$ cat src/logic/cfg_slot_pkg.sv
/*
 * Shared types and constants for the configuration slot store:
 * slot codes, the live settings record, factory defaults and timing.
 * Assumes a single 25 MHz clock domain.
 */
`default_nettype none

package cfg_slot_pkg;

   // ---------------------------------------------------------------
   // Slot codes
   // ---------------------------------------------------------------
   typedef logic [1:0] slot_t;
   localparam slot_t SLOT_FACTORY = 2'h0;
   localparam slot_t SLOT_USER1   = 2'h1;
   localparam slot_t SLOT_USER2   = 2'h2;

   // ---------------------------------------------------------------
   // Live settings record
   // ---------------------------------------------------------------
   typedef struct packed {
      logic [15:0] frame_rate;
      logic [7:0]  image_format;
      logic [15:0] offset_x;
      logic [15:0] offset_y;
      logic [15:0] width;
      logic [15:0] height;
      logic [3:0]  video_mode;
      logic [3:0]  video_format;
      logic [3:0]  trigger_mode;
      logic [15:0] trigger_delay;
      logic [31:0] imaging;
      logic [15:0] gpio_modes;
      logic [7:0]  pixel_coding;
      logic [15:0] packet_size;
      logic [15:0] packet_delay;
      logic [7:0]  ctrl_channel_cfg;
      logic [15:0] heartbeat;
   } settings_t;

   // Factory defaults, held in logic so they can never be overwritten
   localparam settings_t FACTORY_SETTINGS = '{
      frame_rate:       16'h001E,
      image_format:     8'h00,
      offset_x:         16'h0000,
      offset_y:         16'h0000,
      width:            16'h0780,
      height:           16'h0438,
      video_mode:       4'h0,
      video_format:     4'h0,
      trigger_mode:     4'h0,
      trigger_delay:    16'h0000,
      imaging:          32'h0000_0000,
      gpio_modes:       16'h0000,
      pixel_coding:     8'h00,
      packet_size:      16'h05DC,
      packet_delay:     16'h0190,
      ctrl_channel_cfg: 8'h00,
      heartbeat:        16'h0BB8
   };

   // ---------------------------------------------------------------
   // Timing
   // ---------------------------------------------------------------
   localparam int CLK_HZ         = 25_000_000;
   localparam int BLANK_MS       = 100;
   localparam int BLANK_CYCLES   = BLANK_MS * (CLK_HZ / 1000);
   localparam int BLANK_CNT_W    = 22;

   // ---------------------------------------------------------------
   // Controller states (Gray along boot -> blank -> run)
   // ---------------------------------------------------------------
   typedef enum logic [1:0] {
      ST_BOOT  = 2'h0,
      ST_BLANK = 2'h1,
      ST_RUN   = 2'h3
   } ctl_state_t;

   typedef struct packed {
      logic src_ext;
      logic seen;
      logic reboot;
   } pwr_state_t;

endpackage : cfg_slot_pkg

`default_nettype wire

$ cat src/logic/power_source_monitor.sv
/*
 * Power source selection and reboot request.
 * Assumes presence inputs synchronous to clk.
 */
`timescale 1ns/1ps
`default_nettype none

module power_source_monitor
   import cfg_slot_pkg::*;
(
   input  wire logic clk,
   input  wire logic resetn,
   input  wire logic ext_power_present,
   input  wire logic poe_power_present,
   output logic      source_ext,
   output logic      reboot_pulse
);

   pwr_state_t q;
   pwr_state_t d;
   logic       want_ext;

   always_comb begin
      d        = q;
      want_ext = ext_power_present;
      d.reboot = 1'b0;
      if (ext_power_present || poe_power_present) begin
         d.seen    = 1'b1;
         d.src_ext = want_ext;
         if (q.seen && (q.src_ext != want_ext)) begin
            d.reboot = 1'b1;
         end
      end
   end

   always_ff @(posedge clk) begin
      if (!resetn) begin
         q <= '0;
      end else begin
         q <= d;
      end
   end

   assign source_ext   = q.src_ext;
   assign reboot_pulse = q.reboot;

endmodule : power_source_monitor

`default_nettype wire

$ cat src/logic/user_config_set_store.sv
/*
 * Configuration slot store: factory slot plus two custom slots in
 * non-volatile storage, boot-time restore, image blanking after power-up
 * and reboot on power source change.
 * Assumes all inputs synchronous to clk; resetn models power-up.
 * Non-volatile contents survive resetn and are cleared only by nv_erase.
 */
`timescale 1ns/1ps
`default_nettype none

module user_config_set_store
   import cfg_slot_pkg::*;
#(
   parameter int BLANK_CNT = BLANK_CYCLES
)(
   input  wire logic      clk,
   input  wire logic      resetn,
   input  wire slot_t     config_slot_select,
   input  wire logic      config_slot_restore_cmd,
   input  wire logic      config_slot_store_cmd,
   input  wire slot_t     startup_config_slot,
   input  wire logic      startup_slot_wr,
   input  wire logic      reinit_cmd,
   input  wire logic      live_wr,
   input  wire settings_t live_settings_in,
   input  wire logic      nv_erase,
   input  wire logic      ext_power_present,
   input  wire logic      poe_power_present,
   output settings_t      live_settings,
   output slot_t          active_config_slot,
   output logic           image_output_enable,
   output logic           power_source_ext,
   output logic           init_done
);

   // ---------------------------------------------------------------
   // State
   // ---------------------------------------------------------------
   typedef struct packed {
      ctl_state_t             st;
      settings_t              live;
      slot_t                  active;
      logic [BLANK_CNT_W-1:0] cnt;
      logic                   img_en;
      logic                   done;
      logic                   src_ext;
   } ctl_t;

   localparam logic [BLANK_CNT_W-1:0] BLANK_LAST = BLANK_CNT_W'(BLANK_CNT - 1);

   ctl_t      q;
   ctl_t      d;
   settings_t nv_slot [1:2];   // Custom slots, no reset
   slot_t     nv_boot_q;       // Slot loaded at initialisation
   logic      src_ext;
   logic      reboot;
   logic      sel_ok;
   settings_t sel_data;
   settings_t boot_data;

   power_source_monitor u_pwr (
      .clk               (clk),
      .resetn            (resetn),
      .ext_power_present (ext_power_present),
      .poe_power_present (poe_power_present),
      .source_ext        (src_ext),
      .reboot_pulse      (reboot)
   );

   // ---------------------------------------------------------------
   // Slot read mux
   // ---------------------------------------------------------------
   function automatic settings_t slot_read(input slot_t s, input settings_t u1,
                                           input settings_t u2);
      settings_t r;
      r = FACTORY_SETTINGS;
      if (s == SLOT_USER1) begin
         r = u1;
      end else if (s == SLOT_USER2) begin
         r = u2;
      end
      return r;
   endfunction : slot_read

   always_comb begin
      sel_ok    = (config_slot_select == SLOT_FACTORY) ||
                  (config_slot_select == SLOT_USER1)   ||
                  (config_slot_select == SLOT_USER2);
      sel_data  = slot_read(config_slot_select, nv_slot[1], nv_slot[2]);
      boot_data = slot_read(nv_boot_q, nv_slot[1], nv_slot[2]);
   end

   // ---------------------------------------------------------------
   // Controller
   // ---------------------------------------------------------------
   always_comb begin
      d         = q;
      d.src_ext = src_ext;
      unique case (q.st)
         ST_BOOT: begin
            d.live   = boot_data;
            d.active = nv_boot_q;
            d.done   = 1'b1;
            d.img_en = 1'b0;
            d.cnt    = '0;
            d.st     = ST_BLANK;
         end
         ST_BLANK: begin
            d.img_en = 1'b0;
            if (q.cnt == BLANK_LAST) begin
               d.img_en = 1'b1;
               d.st     = ST_RUN;
            end else begin
               d.cnt = q.cnt + 1'b1;
            end
         end
         ST_RUN: begin
            if (live_wr) begin
               d.live = live_settings_in;
            end
            if (config_slot_restore_cmd && sel_ok) begin
               d.live   = sel_data;
               d.active = config_slot_select;
            end
            if (reinit_cmd) begin
               d.st   = ST_BOOT;
               d.done = 1'b0;
            end
         end
         default: begin
            d.st = ST_BOOT;
         end
      endcase
      if (reboot) begin
         d        = '0;
         d.st     = ST_BOOT;
         d.src_ext = src_ext;
      end
   end

   always_ff @(posedge clk) begin
      if (!resetn) begin
         q <= '0;
      end else begin
         q <= d;
      end
   end

   // ---------------------------------------------------------------
   // Non-volatile slots
   // ---------------------------------------------------------------
   always_ff @(posedge clk) begin
      if (nv_erase) begin
         nv_slot[1] <= FACTORY_SETTINGS;
         nv_slot[2] <= FACTORY_SETTINGS;
         nv_boot_q  <= SLOT_FACTORY;
      end else if (resetn && q.st == ST_RUN) begin
         if (config_slot_store_cmd && sel_ok) begin
            if (config_slot_select == SLOT_USER1) begin
               nv_slot[1] <= q.live;
            end else if (config_slot_select == SLOT_USER2) begin
               nv_slot[2] <= q.live;
            end
            nv_boot_q <= config_slot_select;
         end else if (startup_slot_wr && startup_config_slot != 2'h3) begin
            nv_boot_q <= startup_config_slot;
         end
      end
   end

   assign live_settings       = q.live;
   assign active_config_slot  = q.active;
   assign image_output_enable = q.img_en;
   assign power_source_ext    = q.src_ext;
   assign init_done           = q.done;

endmodule : user_config_set_store

`default_nettype wire

$ cat config.mk
export PLATFORM = sky130hd
export DESIGN_NAME = user_config_set_store
export DESIGN_NICKNAME = d
export VERILOG_FILES = /design/src/logic/cfg_slot_pkg.sv /design/src/logic/power_source_monitor.sv /design/src/logic/user_config_set_store.sv
export SDC_FILE = /design/constraint.sdc
export NUM_CORES = 1
export LEC_CHECK = 0
export ABC_AREA = 1
export BUFFER_PORTS_ARGS = -buffer_cell sky130_fd_sc_hd__buf_2
export CAP_MARGIN = 20
export CORE_ASPECT_RATIO = 0.7
export CORE_UTILIZATION = 40
export CTS_BUF_LIST = sky130_fd_sc_hd__clkbuf_16
export CTS_CLUSTER_DIAMETER = 80
export DETAILED_ROUTE_END_ITERATION = 12
export HOLD_SLACK_MARGIN = 0.06
export PLACE_DENSITY = 0.58
export SYNTH_ARGS = -nofsm -noshare
export SYNTH_HDL_FRONTEND = slang
export SYNTH_SLANG_ARGS = --single-unit
$ cat constraint.sdc
create_clock -name clk -period 26.3 [get_ports clk]
set_input_delay 1.315 -clock clk [delete_from_list [all_inputs] [get_ports clk]]
set_output_delay 1.315 -clock clk [all_outputs]
set_load 0.05 [all_outputs]
Word-level counts from Yosys, hierarchy flattened
Memories as Yosys holds them, arrays and structs flattened.
Cells that the tools add are included.

storage, ports and cells
  register bits = 262
  bits in writable memories = 456
  bits of input ports = 242
  output and inout bits = 233
  word-level logic and storage cells = 100
  memories = 1

memory list
  name     words  bits a word  read ports  clocked after memory_dff  wr ports  RTL line                     source
  nv_slot  2      228          2           0                         2         user_config_set_store.sv:53  settings_t nv_slot [1:2];

operators by class
  add/sub/neg operators = 1
  equality and inequality tests = 14
  mux-type cells = 33
  bitwise operators = 3
  reductions and logical operators = 21

operator list
  cell                   number
  $mux 228               7
  $pmux 230 s2           1
  $mux 230               1
  $pmux 23 s2            1
  $add 22x1->22 const B  1
  $eq 22x22->1 const B   1
  $mux 22                1
  $mux 1                 16
  $reduce_and 2->1       7
  $ne 2x2->1 const B     5
  $mux 2                 4
  $eq 2x1->1 const B     3
  $eq 2x2->1 const B     3
  $pmux 2 s3             1
  $reduce_bool 2->1      3
  $logic_and 1x1->1      5
  $logic_not 2->1        2
  $logic_or 1x1->1       3
  $ne 3x3->1 const B     1
  $or 1x1->1             2
  $pmux 1 s2             1
  $reduce_or 2->1        1
  $ne 1x1->1             1
  $not 1->1              1

Longest topological paths before layout
  depth in word-level cells = 9
  gate-level depth with buffers = 12
  mapped depth without buffers = 11

By module
Synthesis repeated with hierarchy kept, for this count alone.

unflattened totals
  cell total of the unflattened synthesis = 4915
  area, all modules = 37731.2 um^2

modules (own cells, without submodules)
  module                 instances  cells an instance  area each (um^2)
  user_config_set_store  1          4897               37612.3
  power_source_monitor   1          18                 118.9

Worst setup path before layout
Ideal clock, no wire load.

  path kind = input -> register
  from = in config_slot_select[0]
  to = mem nv_slot[2][0] (netlist bit) (enable)
  setup time = 1.132 ns
  arrival = 17.547 ns
  data required time = 25.168 ns
  slack = 7.622 ns
  stages = 5
  path buffers = 0
  path through = inv_2 nand2_1 inv_2 nand2_1 o21ai_0

RTL lines
  item         RTL line                     source
  from (decl)  user_config_set_store.sv:18  input wire slot_t config_slot_select,
  to (decl)    user_config_set_store.sv:53

==> results.yml <==
logic_synthesis:
  synth_seq_cells: 718
  ys_types: 33
  synth_area_per_cell_um2: 7.726
  synth_warnings: 0
  syn_inst: 4866
  syn_nets: 5109
  synthesis.area_um2: 37590
  ys_seq_area_frac: 0.5038
drt:
  drt_wl_total_um: 114600
  wire_per_inst_um: 18.49
  via_per_inst: 5.181
  dr.pass1.iters: 6
  ant_nets: 0
  remaining_drc_errors: 0
  first_iter_violations: 2635
  route.vias.total: 32110
clock_network:
  hold_buffers: 0
  clockBufferDepth: 3
  h-tree-depth: 3
  cts-resized-gates: 0
  cts_tree: "yes"
  cts_sinks: 718
  cts_buffers: 77
  root_buffer: "clkbuf_16"
  postCtsSetupBuffers: 0
  clock_latency_ps: 630
  clkSlewWorstSetupHoldPaths_ps: 60
placed_design:
  routabilityCongestion: 0.8084
  place_hpwl_um: 62890
  portBuffers: 474
  placed_cell_area_um2: 38890
pwr:
  power.density_nw_per_um2: 60.70
  power_mw: 2.507
  power.leakage_nw: 15.30
  irDropWorstVdd_mv: 0.03458
finish:
  final_cell_area_um2: 41310
  layout.nets: 5140
  mostFrequentLayoutCells: "nand2_1 (1019), nor2_1 (820), inv_1 (648)"
  layout-drive-gt1-share: 0.1321
  area_delta_synth_final_pct: 9.882
  mostFrequentLayoutCell: "nand2_1"
global_route:
  grt_max_degree: 187
  grt_pass1_vias: 29950
  antenna_found_initial: 13
  grt_overflow_total: 0
  track_usage: 0.2340
  grt_pass1_wl_um: 175200
critical_path:
  crit_required_ps: 26650
  arrival_ps: 4820
  r2r-end: "live_settings[1]$_SDFFE_PP0P_"
  crit_type: "primary input to flip-flop"
  end_kind: "flip-flop"
  cp_max_fo: 137
  r2r_cells: 10
  startpoint_type: "primary input"
  r2r-start: "nv_boot_q[1]$_SDFFE_PP0P_"
  reg2reg_slack_ps: 22290
min_path:
  worstHoldStart: "image_output_enable$_SDFFE_PP0P_"
  min_to: "image_output_enable$_SDFFE_PP0P_"
  hold_depth: 2
  hold_path_class: "flip-flop to flip-flop"
floorplan:
  fp.dieH_um: 258.5
  io-pin-count: 475
  placementRows: 93
  core_region_area_um2: 92510
  initial_core_util: 0.4064
  die_w_um: 368.4
  dieArea_um2: 95230
timing:
  fin_crit_ps: 4474
  slew_viol_final: 0
  setup_viol: 0
  maxSlewHeadroom: 0.1439
  fin_crit_sh: 0.1701
  skew_ps: 16.52
  whs_ps: 456.6
  hold_violations: 0
  fmax_mhz: 223.5
  setup_tns_ps: 0
  tightest_slew_ps: 1284
  rsz0062_at_grt: "false"
run:
  cap_violations: 0
status:
  status: "finished clean"
Yosys cell counts (all sizes together):
library cell | instances | share of area
nand4 | 5 | 0.00083
edfxtp | 456 | 0.36
ha | 1 | 0.00033
nor3 | 7 | 0.0012
o22ai | 344 | 0.057
nand3b | 1 | 0.00020
nand3 | 341 | 0.046
nand2 | 1026 | 0.10
a21boi | 1 | 0.00020
nor3b | 1 | 0.00020
o21bai | 1 | 0.00020
o2111a | 1 | 0.00030
inv | 638 | 0.064
o211ai | 28 | 0.0056
a31o | 1 | 0.00023
a21oi | 197 | 0.026
buf | 350 | 0.061
nor2 | 823 | 0.082
or2 | 3 | 0.00050
dfxtp | 262 | 0.14
a31oi | 30 | 0.0050
o221ai | 30 | 0.0070
clkbuf | 215 | 0.021
o21ai | 104 | 0.014
worst max-delay path by stage:
stage | to | start | slack [ps]
2_1_floorplan | nv_slot[2][0]$_SDFFCE_PN0P_ | config_slot_select[0] | 7620
6_report | nv_slot[2][195]$_SDFFCE_PN0P_ | config_slot_select[0] | 21830
5_1_grt | nv_slot[2][200]$_SDFFCE_PN0P_ | config_slot_select[0] | 21560
4_1_cts | nv_slot[2][201]$_SDFFCE_PN0P_ | config_slot_select[0] | 21730
3_5_place_dp | nv_slot[2][201]$_SDFFCE_PN0P_ | config_slot_select[0] | 21040
3_3_place_gp | nv_slot[2][223]$_SDFFCE_PN0P_ | config_slot_select[0] | 21130
metal layers:
metal  vias up  routed length [um]  track usage
li1      15640                   -            -
met1     15140               51820       0.3229
met2      1136               51480       0.3746
met3       186                8206      0.04388
met4        10                3043      0.06674
met5         -                  54            0
state kept, by name, indices dropped and copies added, names as in the netlist:
register / flops
init_done: 1
active_config_slot: 2
live_settings: 228
nv_boot_q: 2
u_pwr.reboot_pulse: 1
u_pwr.q: 1
u_pwr.source_ext: 1
image_output_enable: 1
nv_slot: 456
power_source_ext: 1
q: 24
area by class of cell:
type / count / area, um2
antenna: 5 / 12.51
clock buffer: 79 / 1977
clock inverter: 61 / 426.7
fill: 9369 / 51200
inverter: 638 / 2440
multi-input combinational: 2945 / 13230
sequential: 718 / 18940
tap: 1235 / 1545
timing repair buffer: 517 / 2733
logic make-up (layout without fill, tap and decap cells):
group,count (synthesis),count (layout),synth area share
compound gates,737,737,0.1159
fa+ha+maj,1,1,0.0003328
buf+inv,1203,1295,0.1465
flops,718,718,0.5038
other cells,0,5,0
simple gates,2207,2207,0.2334
stage by stage:
| step | cells | util | setup WS, ps |
|---|---|---|---|
| 2_1_floorplan | 4866 | - | 7622 |
| 3_3_place_gp | 6053 | 0.4204 | 21130 |
| 3_5_place_dp | 6053 | 0.4204 | 21040 |
| 4_1_cts | 6193 | 0.4464 | 21730 |
| 5_1_grt | 6194 | 0.4464 | 21560 |
| 6_report | 6198 | 0.4465 | 21830 |
power by group:
part | switching [mW] | internal, mW | total (mW)
logic | 0.159 | 0.0476 | 0.207
clock network | 0.470 | 0.594 | 1.06
registers | 0.0124 | 1.22 | 1.24
total | 0.641 | 1.87 | 2.51
worst max-delay path, stage by stage:
cell	delay, ps
buf_2	160
inv_2	80
nand2_4	470
inv_2	470
nand2_1	320
nor3_4	50
buf_4	260
inv_8	700
buf_4	790
nor2_1	100
No activity file was read; power rests on OpenSTA's default activity.
